`config.mk`:
```
export PLATFORM = sky130hd
export DESIGN_NAME = spi_controller_timing_sequencer
export DESIGN_NICKNAME = d
export VERILOG_FILES = /design/src/spi_ctrl_pkg.sv /design/src/spi_controller_timing_sequencer.sv /design/src/two_entry_buffer.sv
export VERILOG_INCLUDE_DIRS = /design/src
export SDC_FILE = /design/constraint.sdc
export NUM_CORES = 1
export LEC_CHECK = 0
export BUFFER_PORTS_ARGS = -buffer_cell sky130_fd_sc_hd__clkbuf_2
export CORE_ASPECT_RATIO = 2
export CORE_UTILIZATION = 36
export CTS_CLUSTER_SIZE = 20
export DETAILED_ROUTE_END_ITERATION = 8
export HOLD_SLACK_MARGIN = 0.1
export PLACE_DENSITY = 0.59
export SLEW_MARGIN = 10
export SYNTH_ARGS = -nofsm -noshare
export SYNTH_HDL_FRONTEND = slang
export SYNTH_HIERARCHICAL = 1
export SYNTH_SLANG_ARGS = --single-unit
```
`constraint.sdc`:
```
create_clock -name ref_clk -period 4.1 [get_ports ref_clk]
set_clock_uncertainty 0.2 [all_clocks]
set_input_delay 0.82 -clock ref_clk [delete_from_list [all_inputs] [get_ports ref_clk]]
set_output_delay 0.82 -clock ref_clk [all_outputs]
set_load 0.03 [all_outputs]
```
`src/spi_ctrl_defs.svh`:
```
`ifndef SPI_CTRL_DEFS_SVH
`define SPI_CTRL_DEFS_SVH

// ********************************************************************
// Control word layouts
// ********************************************************************
`define GLB_CONTROLLER_BIT   0
`define FMT_PHASE_BIT        16
`define FMT_POLARITY_BIT     17
`define FMT_PRESCALE_MSB     15
`define FMT_PRESCALE_LSB     8
`define DLY_SEL2CLK_MSB      31
`define DLY_SEL2CLK_LSB      24
`define DLY_CLK2DESEL_MSB    23
`define DLY_CLK2DESEL_LSB    16

// ********************************************************************
// Word and timing figures
// ********************************************************************
`define WORD_BITS            16
`define EDGES_PER_WORD       6'h20
`define PRESCALE_ZERO_PERIOD 9'h002
`define LEAD_EXTRA_CYCLES    10'h002
`define LEAD_EXTRA_KEEP_POL1 10'h003
`define MIN_SCLK_PERIOD_NS   25
`define REF_CLK_PERIOD_NS    10

`endif

```
`src/spi_ctrl_pkg.sv`:
```
package spi_ctrl_pkg;

	// Gray coded along idle -> lead -> shift -> trail -> idle
	typedef enum logic [1:0] {
		SEQ_IDLE  = 2'b00,
		SEQ_LEAD  = 2'b01,
		SEQ_SHIFT = 2'b11,
		SEQ_TRAIL = 2'b10
	} seq_state_t;

	typedef logic [15:0] spi_word_t;

endpackage

```
`src/spi_controller_timing_sequencer.sv`:
```
// Notes on behaviour
// - Controller bit 0 of global control enables driving clock and chip select.
// - Format bit 16 selects the shifted sampling phase.
// - Format bit 17 picks the active clock edge and the idle clock level.
// - Serial clock period is prescale plus one bus cycles (two at prescale zero), prescale in bits 15:8.
// - First clock edge comes half period plus select delay plus two after select.
// - Polarity one with keep-asserted uses select delay plus three instead.
// - Select stays active deselect delay plus one cycles after the last edge.
// - Both delays come from fields of the delay control word.
// - Shifted phase samples on falling edge at polarity zero, rising at one.
`timescale 1ns/100ps
`include "spi_ctrl_defs.svh"

module spi_controller_timing_sequencer
	import spi_ctrl_pkg::*;
(
	// Clock and reset
	input  wire logic        ref_clk,
	input  wire logic        rst,
	// Control words
	input  wire logic [31:0] spiGlobalControl,
	input  wire logic [31:0] spiFormatControl,
	input  wire logic [31:0] spiDelayControl,
	input  wire logic        selectKeepAsserted,
	// Outbound words
	input  wire logic        txValid,
	output logic             txReady,
	input  wire spi_word_t   txData,
	// Inbound words
	output logic             rxValid,
	input  wire logic        rxReady,
	output spi_word_t        rxData,
	// Status
	output logic             busy,
	// Serial pins
	output logic             serialClockPin,
	output logic             serialClockOe,
	output logic             ctrlOutData,
	output logic             ctrlOutOe,
	input  wire logic        ctrlInData,
	output logic             chipSelectN,
	output logic             chipSelectOe
);

	// ****************************************************************
	// Field decoding
	// ****************************************************************
	function automatic logic [8:0] periodOf(input logic [7:0] ps);
		// A zero prescale would give a one cycle period; it runs at two instead
		if (ps == 8'h00) begin
			periodOf = `PRESCALE_ZERO_PERIOD;
		end else begin
			periodOf = {1'b0, ps} + 9'h001;
		end
	endfunction

	logic       ctrlEnable;
	logic       phaseShift;
	logic       polarity;
	logic [8:0] period;
	logic [8:0] loHalf;
	logic [8:0] hiHalf;
	logic [7:0] selToClk;
	logic [7:0] clkToDesel;
	logic [9:0] leadCycles;

	assign ctrlEnable = spiGlobalControl[`GLB_CONTROLLER_BIT];
	assign phaseShift = spiFormatControl[`FMT_PHASE_BIT];
	assign polarity   = spiFormatControl[`FMT_POLARITY_BIT];
	assign period     = periodOf(spiFormatControl[`FMT_PRESCALE_MSB:`FMT_PRESCALE_LSB]);
	assign loHalf     = {1'b0, period[8:1]};
	assign hiHalf     = period - loHalf;
	assign selToClk   = spiDelayControl[`DLY_SEL2CLK_MSB:`DLY_SEL2CLK_LSB];
	assign clkToDesel = spiDelayControl[`DLY_CLK2DESEL_MSB:`DLY_CLK2DESEL_LSB];

	always_comb begin
		leadCycles = {2'b00, period[8:1]} + {2'h0, selToClk};
		if (polarity && selectKeepAsserted) begin
			leadCycles = leadCycles + `LEAD_EXTRA_KEEP_POL1;
		end else begin
			leadCycles = leadCycles + `LEAD_EXTRA_CYCLES;
		end
	end

	// ****************************************************************
	// Inbound buffer
	// ****************************************************************
	// The sequencer only starts a word when a slot is free, so a stalled
	// receiver holds off the link rather than losing a word
	logic      rxPush;
	logic      rxSpace;
	spi_word_t rxWord;

	two_entry_buffer rxBuf (
		.ref_clk  (ref_clk),
		.rst      (rst),
		.inValid  (rxPush),
		.inReady  (rxSpace),
		.inData   (rxWord),
		.outValid (rxValid),
		.outReady (rxReady),
		.outData  (rxData)
	);

	// ****************************************************************
	// Sequencer
	// ****************************************************************
	seq_state_t state_q;
	seq_state_t state_d;
	logic [9:0] cnt_q;
	logic [9:0] cnt_d;
	logic [5:0] edgeCnt_q;
	logic [5:0] edgeCnt_d;
	logic       sclk_q;
	logic       sclk_d;
	logic       csN_q;
	logic       csN_d;
	logic       outBit_q;
	logic       outBit_d;
	spi_word_t  txShift_q;
	spi_word_t  txShift_d;
	spi_word_t  rxShift_q;
	spi_word_t  rxShift_d;
	logic       startWord;
	logic       rxRoomAfterPush;
	logic       doEdge;
	logic       leading;
	logic       lastEdge;

	assign startWord = ctrlEnable && txValid && rxSpace;
	// A held follow-on word needs a slot left after the ending word is pushed,
	// otherwise a stalled receiver would lose the follow-on word
	assign rxRoomAfterPush = !rxValid || rxReady;
	assign txReady   = startWord && ((state_q == SEQ_IDLE) ||
	                   (state_q == SEQ_SHIFT && lastEdge && selectKeepAsserted && rxRoomAfterPush));
	assign doEdge    = (cnt_q == 10'h000) && ((state_q == SEQ_LEAD) || (state_q == SEQ_SHIFT));
	assign leading   = ~edgeCnt_q[0];
	assign lastEdge  = doEdge && (edgeCnt_q == `EDGES_PER_WORD - 6'h01);

	always_comb begin
		state_d   = state_q;
		cnt_d     = cnt_q;
		edgeCnt_d = edgeCnt_q;
		sclk_d    = sclk_q;
		csN_d     = csN_q;
		outBit_d  = outBit_q;
		txShift_d = txShift_q;
		rxShift_d = rxShift_q;
		rxPush    = 1'b0;
		rxWord    = rxShift_q;
		if (state_q != SEQ_SHIFT && state_q != SEQ_LEAD) begin
			sclk_d = polarity;
		end
		if (doEdge) begin
			sclk_d    = ~sclk_q;
			edgeCnt_d = edgeCnt_q + 6'h01;
			// Leading edge samples at phase zero, trailing edge at shifted phase
			if (leading != phaseShift) begin
				rxShift_d = {rxShift_q[14:0], ctrlInData};
			end else if (leading || !lastEdge) begin
				outBit_d  = txShift_q[15];
				txShift_d = {txShift_q[14:0], 1'b0};
			end
			cnt_d = {1'b0, (leading ? hiHalf : loHalf) - 9'h001};
			state_d = SEQ_SHIFT;
		end else if (cnt_q != 10'h000) begin
			cnt_d = cnt_q - 10'h001;
		end
		case (state_q)
			SEQ_IDLE: begin
				csN_d = 1'b1;
				if (startWord) begin
					csN_d   = 1'b0;
					state_d = SEQ_LEAD;
					cnt_d   = leadCycles - 10'h001;
				end
			end
			SEQ_LEAD: begin
			end
			SEQ_SHIFT: begin
				if (lastEdge) begin
					rxWord    = rxShift_d;
					rxPush    = 1'b1;
					edgeCnt_d = 6'h00;
					state_d   = SEQ_TRAIL;
					cnt_d     = {2'h0, clkToDesel};
					if (txReady) begin
						state_d = SEQ_LEAD;
						cnt_d   = leadCycles - 10'h001;
					end
				end
			end
			SEQ_TRAIL: begin
				if (cnt_q == 10'h000) begin
					csN_d   = 1'b1;
					state_d = SEQ_IDLE;
				end
			end
			default: begin
				state_d = SEQ_IDLE;
			end
		endcase
		if (txReady) begin
			// Phase zero puts the first bit out before the first edge
			edgeCnt_d = 6'h00;
			txShift_d = phaseShift ? txData : {txData[14:0], 1'b0};
			if (!phaseShift) begin
				outBit_d = txData[15];
			end
		end
		if (!ctrlEnable) begin
			// Dropping controller mode aborts any word in flight
			state_d   = SEQ_IDLE;
			csN_d     = 1'b1;
			sclk_d    = polarity;
			edgeCnt_d = 6'h00;
			cnt_d     = 10'h000;
			rxPush    = 1'b0;
		end
	end

	always_ff @(posedge ref_clk or posedge rst) begin
		if (rst) begin
			state_q   <= SEQ_IDLE;
			cnt_q     <= 10'h000;
			edgeCnt_q <= 6'h00;
			sclk_q    <= 1'b0;
			csN_q     <= 1'b1;
			outBit_q  <= 1'b0;
			txShift_q <= 16'h0000;
			rxShift_q <= 16'h0000;
		end else begin
			state_q   <= state_d;
			cnt_q     <= cnt_d;
			edgeCnt_q <= edgeCnt_d;
			sclk_q    <= sclk_d;
			csN_q     <= csN_d;
			outBit_q  <= outBit_d;
			txShift_q <= txShift_d;
			rxShift_q <= rxShift_d;
		end
	end

	// ****************************************************************
	// Pins
	// ****************************************************************
	assign serialClockPin = sclk_q;
	assign ctrlOutData    = outBit_q;
	assign chipSelectN    = csN_q;
	assign serialClockOe  = ctrlEnable;
	assign ctrlOutOe      = ctrlEnable;
	assign chipSelectOe   = ctrlEnable;
	assign busy           = (state_q != SEQ_IDLE);

endmodule

```
`src/two_entry_buffer.sv`:
```
`timescale 1ns/100ps

module two_entry_buffer
	import spi_ctrl_pkg::*;
(
	// Clock and reset
	input  wire logic      ref_clk,
	input  wire logic      rst,
	// Filling side
	input  wire logic      inValid,
	output logic           inReady,
	input  wire spi_word_t inData,
	// Draining side
	output logic           outValid,
	input  wire logic      outReady,
	output spi_word_t      outData
);

	spi_word_t slot_q [2];
	spi_word_t slot_d [2];
	logic      wrPtr_q;
	logic      wrPtr_d;
	logic      rdPtr_q;
	logic      rdPtr_d;
	logic [1:0] count_q;
	logic [1:0] count_d;
	logic       push;
	logic       pop;

	assign inReady  = (count_q != 2'h2);
	assign outValid = (count_q != 2'h0);
	assign outData  = slot_q[rdPtr_q];

	always_comb begin
		push   = inValid && inReady;
		pop    = outValid && outReady;
		slot_d = slot_q;
		wrPtr_d = wrPtr_q;
		rdPtr_d = rdPtr_q;
		count_d = count_q;
		if (push) begin
			slot_d[wrPtr_q] = inData;
			wrPtr_d = ~wrPtr_q;
		end
		if (pop) begin
			rdPtr_d = ~rdPtr_q;
		end
		if (push && !pop) begin
			count_d = count_q + 2'h1;
		end else if (pop && !push) begin
			count_d = count_q - 2'h1;
		end
	end

	always_ff @(posedge ref_clk or posedge rst) begin
		if (rst) begin
			slot_q[0] <= 16'h0000;
			slot_q[1] <= 16'h0000;
			wrPtr_q   <= 1'b0;
			rdPtr_q   <= 1'b0;
			count_q   <= 2'h0;
		end else begin
			slot_q  <= slot_d;
			wrPtr_q <= wrPtr_d;
			rdPtr_q <= rdPtr_d;
			count_q <= count_d;
		end
	end

endmodule

```
## Word level (Yosys, flattened, before mapping)

Cells that the tools add are included.

- Register bits: 89
- Bits in latches: 0
- Memory bits (writable): 0
- Memory bits (read-only): 0
- Bits of input ports: 118
- Output and inout port bits: 25
- Word-level logic and storage cells: 133
- Memories: 0

- Add/sub/neg operators: 11
- Multipliers: 0
- Divide/modulo/power cells: 0
- Magnitude comparators: 3
- Eq/ne operators: 12
- Shift-type cells: 0
- Multiplexer cells: 54
- Bitwise logic cells: 6
- Reductions and logical operators: 34

Operator list:

| kind | number |
|---|---|
| 2-to-1 mux 16 bit | 13 |
| 2-to-1 mux 10 bit | 7 |
| bitwise mux 32 bit | 1 |
| 2-to-1 mux 6 bit | 5 |
| adder 9 x 2 -> 10 bit, second input constant | 2 |
| one-hot mux 10 bit (2 select lines) | 1 |
| subtractor 10 x 1 -> 10 bit, second input constant | 2 |
| 2-to-1 mux 9 bit | 2 |
| demux 16 bit (select 1 bit) | 1 |
| 2-to-1 mux 2 bit | 8 |
| logical AND 1 bit | 15 |
| 2-to-1 mux 1 bit | 14 |
| logical NOT 10 bit | 1 |
| nonzero test 10 bit | 1 |
| nonzero test 2 bit | 5 |
| adder 8 x 1 -> 9 bit, second input constant | 1 |
| adder 8 x 8 -> 9 bit | 1 |
| subtractor 9 x 1 -> 9 bit, second input constant | 1 |
| subtractor 9 x 8 -> 9 bit | 1 |
| logical NOT 8 bit | 1 |
| adder 6 x 1 -> 6 bit, second input constant | 1 |
| equality test 6 x 5 -> 1 bit, second input constant | 1 |
| != test 2 bit, second input constant | 3 |
| != test 3 x 1 -> 1 bit, second input constant | 2 |
| 18 further kinds | 30 |

## Longest topological paths before layout

- Word-level depth: 13
- Mapped depth: 18
- Mapped depth without buffers: 18

## Cells and area by module

Netlist, hierarchy kept.

By module, submodules not included:

| module | times used | cells an instance | area an instance (um2) |
|---|---|---|---|
| spi_controller_timing_sequencer | 1 | 576 | 4,998.5 |
| two_entry_buffer | 1 | 103 | 1,651.6 |

## Least setup slack after synthesis

OpenSTA, ideal clock, no wires.

- Path kind: input to register
- Start: input port spiFormatControl[8]
- End: register cnt_q[7]
- Setup time: 122 ps
- Arrival: 4,267 ps
- Required time: 3,778 ps
- Path slack: -489 ps
- Stages on the path: 18
- Buffers on the path: 0
- Cell sequence: inv_1 > ha_1 > nor4b_1 > a21oi_1 > inv_1 > ha_1 > fa_1 > xor2_1 > ha_1 > a41o_1 > o21ai_0 > nor4_2 > nand4b_1 > or2_1 > a21oi_2 > xnor2_1 > o22ai_1 > a32o_1

- Longest elaborated chain between the ends: 10
- Elaborated cells on any way between the ends: 17

Ends and longest elaborated chain:

| what | line | text |
|---|---|---|
| from (decl) | spi_controller_timing_sequencer.sv:22 | `input wire logic [31:0] spiFormatControl,` |
| adder 8 x 1 -> 9 bit / logical NOT 8 bit (equally long branches) | spi_controller_timing_sequencer.sv:53, spi_controller_timing_sequencer.sv:50 |  |
| 2-to-1 mux 9 bit * | spi_controller_timing_sequencer.sv:50 | `if (ps == 8'h00) begin` |
| adder 8 x 8 -> 9 bit | spi_controller_timing_sequencer.sv:77 | `leadCycles = {2'b00, period[8:1]} + {2'h0, selToClk};` |
| adder 9 x 2 -> 10 bit (no source line) | - |  |
| 2-to-1 mux 10 bit | spi_controller_timing_sequencer.sv:78 | `if (polarity && selectKeepAsserted) begin` |
| subtractor 10 x 1 -> 10 bit | spi_controller_timing_sequencer.sv:175, spi_controller_timing_sequencer.sv:189 |  |
| 2-to-1 mux 10 bit | spi_controller_timing_sequencer.sv:187 | `if (txReady) begin` |
| 2-to-1 mux 10 bit | spi_controller_timing_sequencer.sv:181 | `if (lastEdge) begin` |
| one-hot mux 10 bit (2 select lines) * | spi_controller_timing_sequencer.sv:169 | `case (state_q)` |
| 2-to-1 mux 10 bit * | spi_controller_timing_sequencer.sv:211 | `if (!ctrlEnable) begin` |
| named net cnt_d[7] | spi_controller_timing_sequencer.sv:111 | `logic [9:0] cnt_d;` |
| to (signal assigned) | spi_controller_timing_sequencer.sv:234 | `cnt_q <= cnt_d;` |
| to (decl) | spi_controller_timing_sequencer.sv:110 | `logic [9:0] cnt_q;` |

The timed path passes the listed nets; every way through them passes the cells marked *.
A chain may end at the register's enable or synchronous reset.

## Worst setup path after layout

- Start: input port spiFormatControl[9]
- End: register cnt_q[7]

The elaborated chain is that of the path after synthesis.

==> results.md <==
* Outcome: finished, violations left
* Failing checks: DRC, setup timing
* Worst slack, placed at -0.610 ns
* Register area share after synthesis at 33.5%
* Crit path largest cell delay at ~0.46 ns
* Top_reg_cell synth: dfrtp_1
* Pwr/cell area at between 400 and 500 nW/um^2
* Worst path slowest cell: fa_2
* Largest net degree at the start of global routing at 42
* WL/cell at 16.1 um
* Routed Antenna Nets at 0
* Initial Util at between 30% and 40%
* Crit-path leading delay family: simple AND/OR/NAND/NOR gates
* CTS clk-pin slew, worst paths at 0.06 ns
* Reg2Reg Depth at 7
* Netlist Area Pre-Place at between 6000 and 7000 um^2
* Data arrival, critical path at 4.15 ns
* Synthesis-to-layout area growth at 29.3%
* Commonest cells in the netlist: 88 x dfrtp_1, 63 x mux2_2, 52 x a21oi_1, 42 x nor2_1, 39 x nand2_1
* CTS tree: built
* Crit Path Class: input pin to register
* Final hold viol count at 0
* Number of global-route vias before repair at 6,009
* Total Wirelength at between 15,000 and 20,000 um
* Max-cap violations at 0
* Worst-skew pair later-pin latency at 0.34 ns
* EDFF count, synth at 0
* Fmax at about 240 MHz
* Crit path capture type: register
* Syn Area/Cell at 9.79 um^2
* Crit path time final at between 4 and 5 ns
* Die height at between 150 and 200 um
* Synth warn at 6
* RSZ-0062 raised after global routing: yes
* Die span in x at ~100 um
* Max VDD drop at between 400 and 500 uV
* CTS Sinks at 89
* Layout cell share with drive strength beyond 1 at between 40% and 50%
* Critical-path cell list: clkbuf_16 > inv_12 > ha_4 > nor4b_4 > a21oi_2 > inv_2 > ha_4 > fa_2 > inv_2 > ha_4 > a41o_4 > o21ai_4 > nor4_4 > nand4b_1 > or2_1 > a21oi_4 > xnor2_1 > o22ai_1 > a32o_1
* Cells after Synth at roughly 680
* RR Startpoint: cnt_q[3]
* CTS max path bufs at 2
* Final Setup Violations at 2
* Cell accounting for the most synthesized area: dfrtp_1
* Most numerous cell in the Yosys netlist: dfrtp_1
* N_diodes at 0
* I/O pins at around 140
* Top cell by count, worst path: ha_4
* Root Buffer: clkbuf_16
* Flop2flop setup slack at about 0.79 ns
* CP Buf/Inv Count at 4
* DP Wirelength at 13,200 um
* CTS Buf Count at 9
* Die area at between 15,000 and 20,000 um^2
* Worst Setup Start Kind: input pin
* Nets at 995
* Slew @ Worst Pin at between 0.7 and 0.8 ns
* Row Count at 70
* Worst EP required at about 4.1 ns
* IO buf count at 73
* #FFs+latches synth at just under 90
* 1st-pass router iterations at 7
* Asr flop ratio synth at 100%
* Final period utilization at 100%
* Drt drc at 2
* Reg-to-Reg End: rxBuf/slot_q[8]
* Total congestion overflow at 0
* Setup TNS at -0.0244 ns
* Share of the synthesized area in the top cell type at between 30% and 40%
* Fill cell count at between 1,500 and 2,000
* Leak at 0.00397 uW
* Crit path max fanout at 4
* H-tree levels at 3
* Via density at around 5.4
* Vias at approximately 5,700
* Final worst setup slack at -0.0170 ns
* Relative slew slack at roughly 48%
* Drt first-iter violations at 185
* Total track usage at about a fifth
* Largest cells by area after synthesis: dfrtp_1 33%, mux2_2 11%, ha_1 5.8%
* Syn nets at between 800 and 900
* Total Power at roughly 3500 uW
* Core Footprint at roughly 18,000 um^2
* Initial antenna violation count at 0
* First-pass GRT wire length at between 20,000 and 30,000 um
* Max-slew violations at 0
* RePlAce Congestion at about 0.9
* Worst hold path type: input pin to async pin
* Synth cell types at 83
[final cells by class]
cell class / instances / area (um^2) / area share [%]
inverter: 27 / 126 / 1.47
sequential: 89 / 2230 / 25.9
tap: 216 / 270 / 3.14
timing repair buffer: 186 / 1260 / 14.7
clock buffer: 12 / 256 / 2.98
multi-input combinational: 531 / 4430 / 51.5
clock inverter: 3 / 26.3 / 0.305
[layer usage]
metal | global-route usage (%) | up-vias | routed length, um
li1 | - | 2818 | -
met1 | 17.7 | 2731 | 6260
met2 | 36.9 | 106 | 9650
met3 | 2.09 | 48 | 366
met4 | 11.5 | 0 | 886
met5 | 0 | - | 0
[how the worst max path moves through the flow]
stage,cells after the start,to,startpoint,slack [ns]
after floorplan,18,cnt_q[7],spiFormatControl[9],-0.26
after global placement,19,cnt_q[7],spiFormatControl[9],-0.61
after detailed placement,18,cnt_q[8],spiFormatControl[9],-0.61
after CTS,18,cnt_q[7],spiFormatControl[9],-0.02
after global routing,19,cnt_q[7],spiFormatControl[9],-0.20
final,19,cnt_q[7],spiFormatControl[9],-0.02
[cells in the final DEF (no fill, tap or decap), types with 7 or more instances in the layout]
master     Yosys  routed
nand2_1       39      39
xor2_1        18      15
nand3_1       18      16
nor2_1        42      41
mux2i_1       23      21
o211ai_1       8       8
dfrtp_1       88      88
mux2_1         8       8
inv_1         26      21
mux2_4        10      10
clkbuf_16      0      11
clkbuf_2       0      71
nor3_1        16      15
and3_1         7       7
mux2_2        63      63
xnor2_1       21      16
buf_4          3     110
nor2b_1       19      19
o21ai_0       19      13
a211oi_1      19      18
a21oi_1       52      48
ha_1          31      26
[cells by family (layout without fill, tap and decap cells)]
group	after synthesis	count (layout)	synth area share, %
buf+inv	59	228	4.67
fa+ha+maj	33	33	6.43
mux	104	104	17.7
compound gates	151	151	15.1
flops	89	89	33.5
xor+xnor	39	39	5.14
simple gates	204	204	17.4
[flip-flops by register name, indices dropped and copies added (netlist names)]
register and cells:
rxBuf/rdPtr_q 1, rxBuf/count_q 2, rxShift_q 16, rxBuf/slot_q 32, rxBuf/wrPtr_q 1, edgeCnt_q 6, chipSelectN 1, cnt_q 10
txShift_q 16, ctrlOutData 1, serialClockPin 1, state_q 2
[repair_timing]
| action | CTS | global route |
|---|---|---|
| hold buffers | 0 | 0 |
| buffers inserted | 13 | 2 |
| setup endpoints to repair | 7 | 7 |
| pin swaps | 24 | 16 |
| gates resized for setup | 38 | 17 |
[per-stage QoR]
stage	instance area, um^2	hold WS, ns	utilization, %	std cells
after floorplan	6750	0.265	-	679
after global placement	7920	0.279	43.4	1034
after detailed placement	7920	0.290	43.4	1034
after CTS	8490	0.228	46.6	1062
after global routing	8600	0.248	47.2	1064
final	8600	0.232	47.2	1064
[power by group]
| part | switching, uW | total (uW) | internal [uW] |
|---|---|---|---|
| clock | 342 | 787 | 444 |
| combinational | 878 | 1650 | 775 |
| sequential | 89.8 | 1090 | 1000 |
| total | 1310 | 3530 | 2220 |
Note: power is estimated with default switching activity, not from simulation.
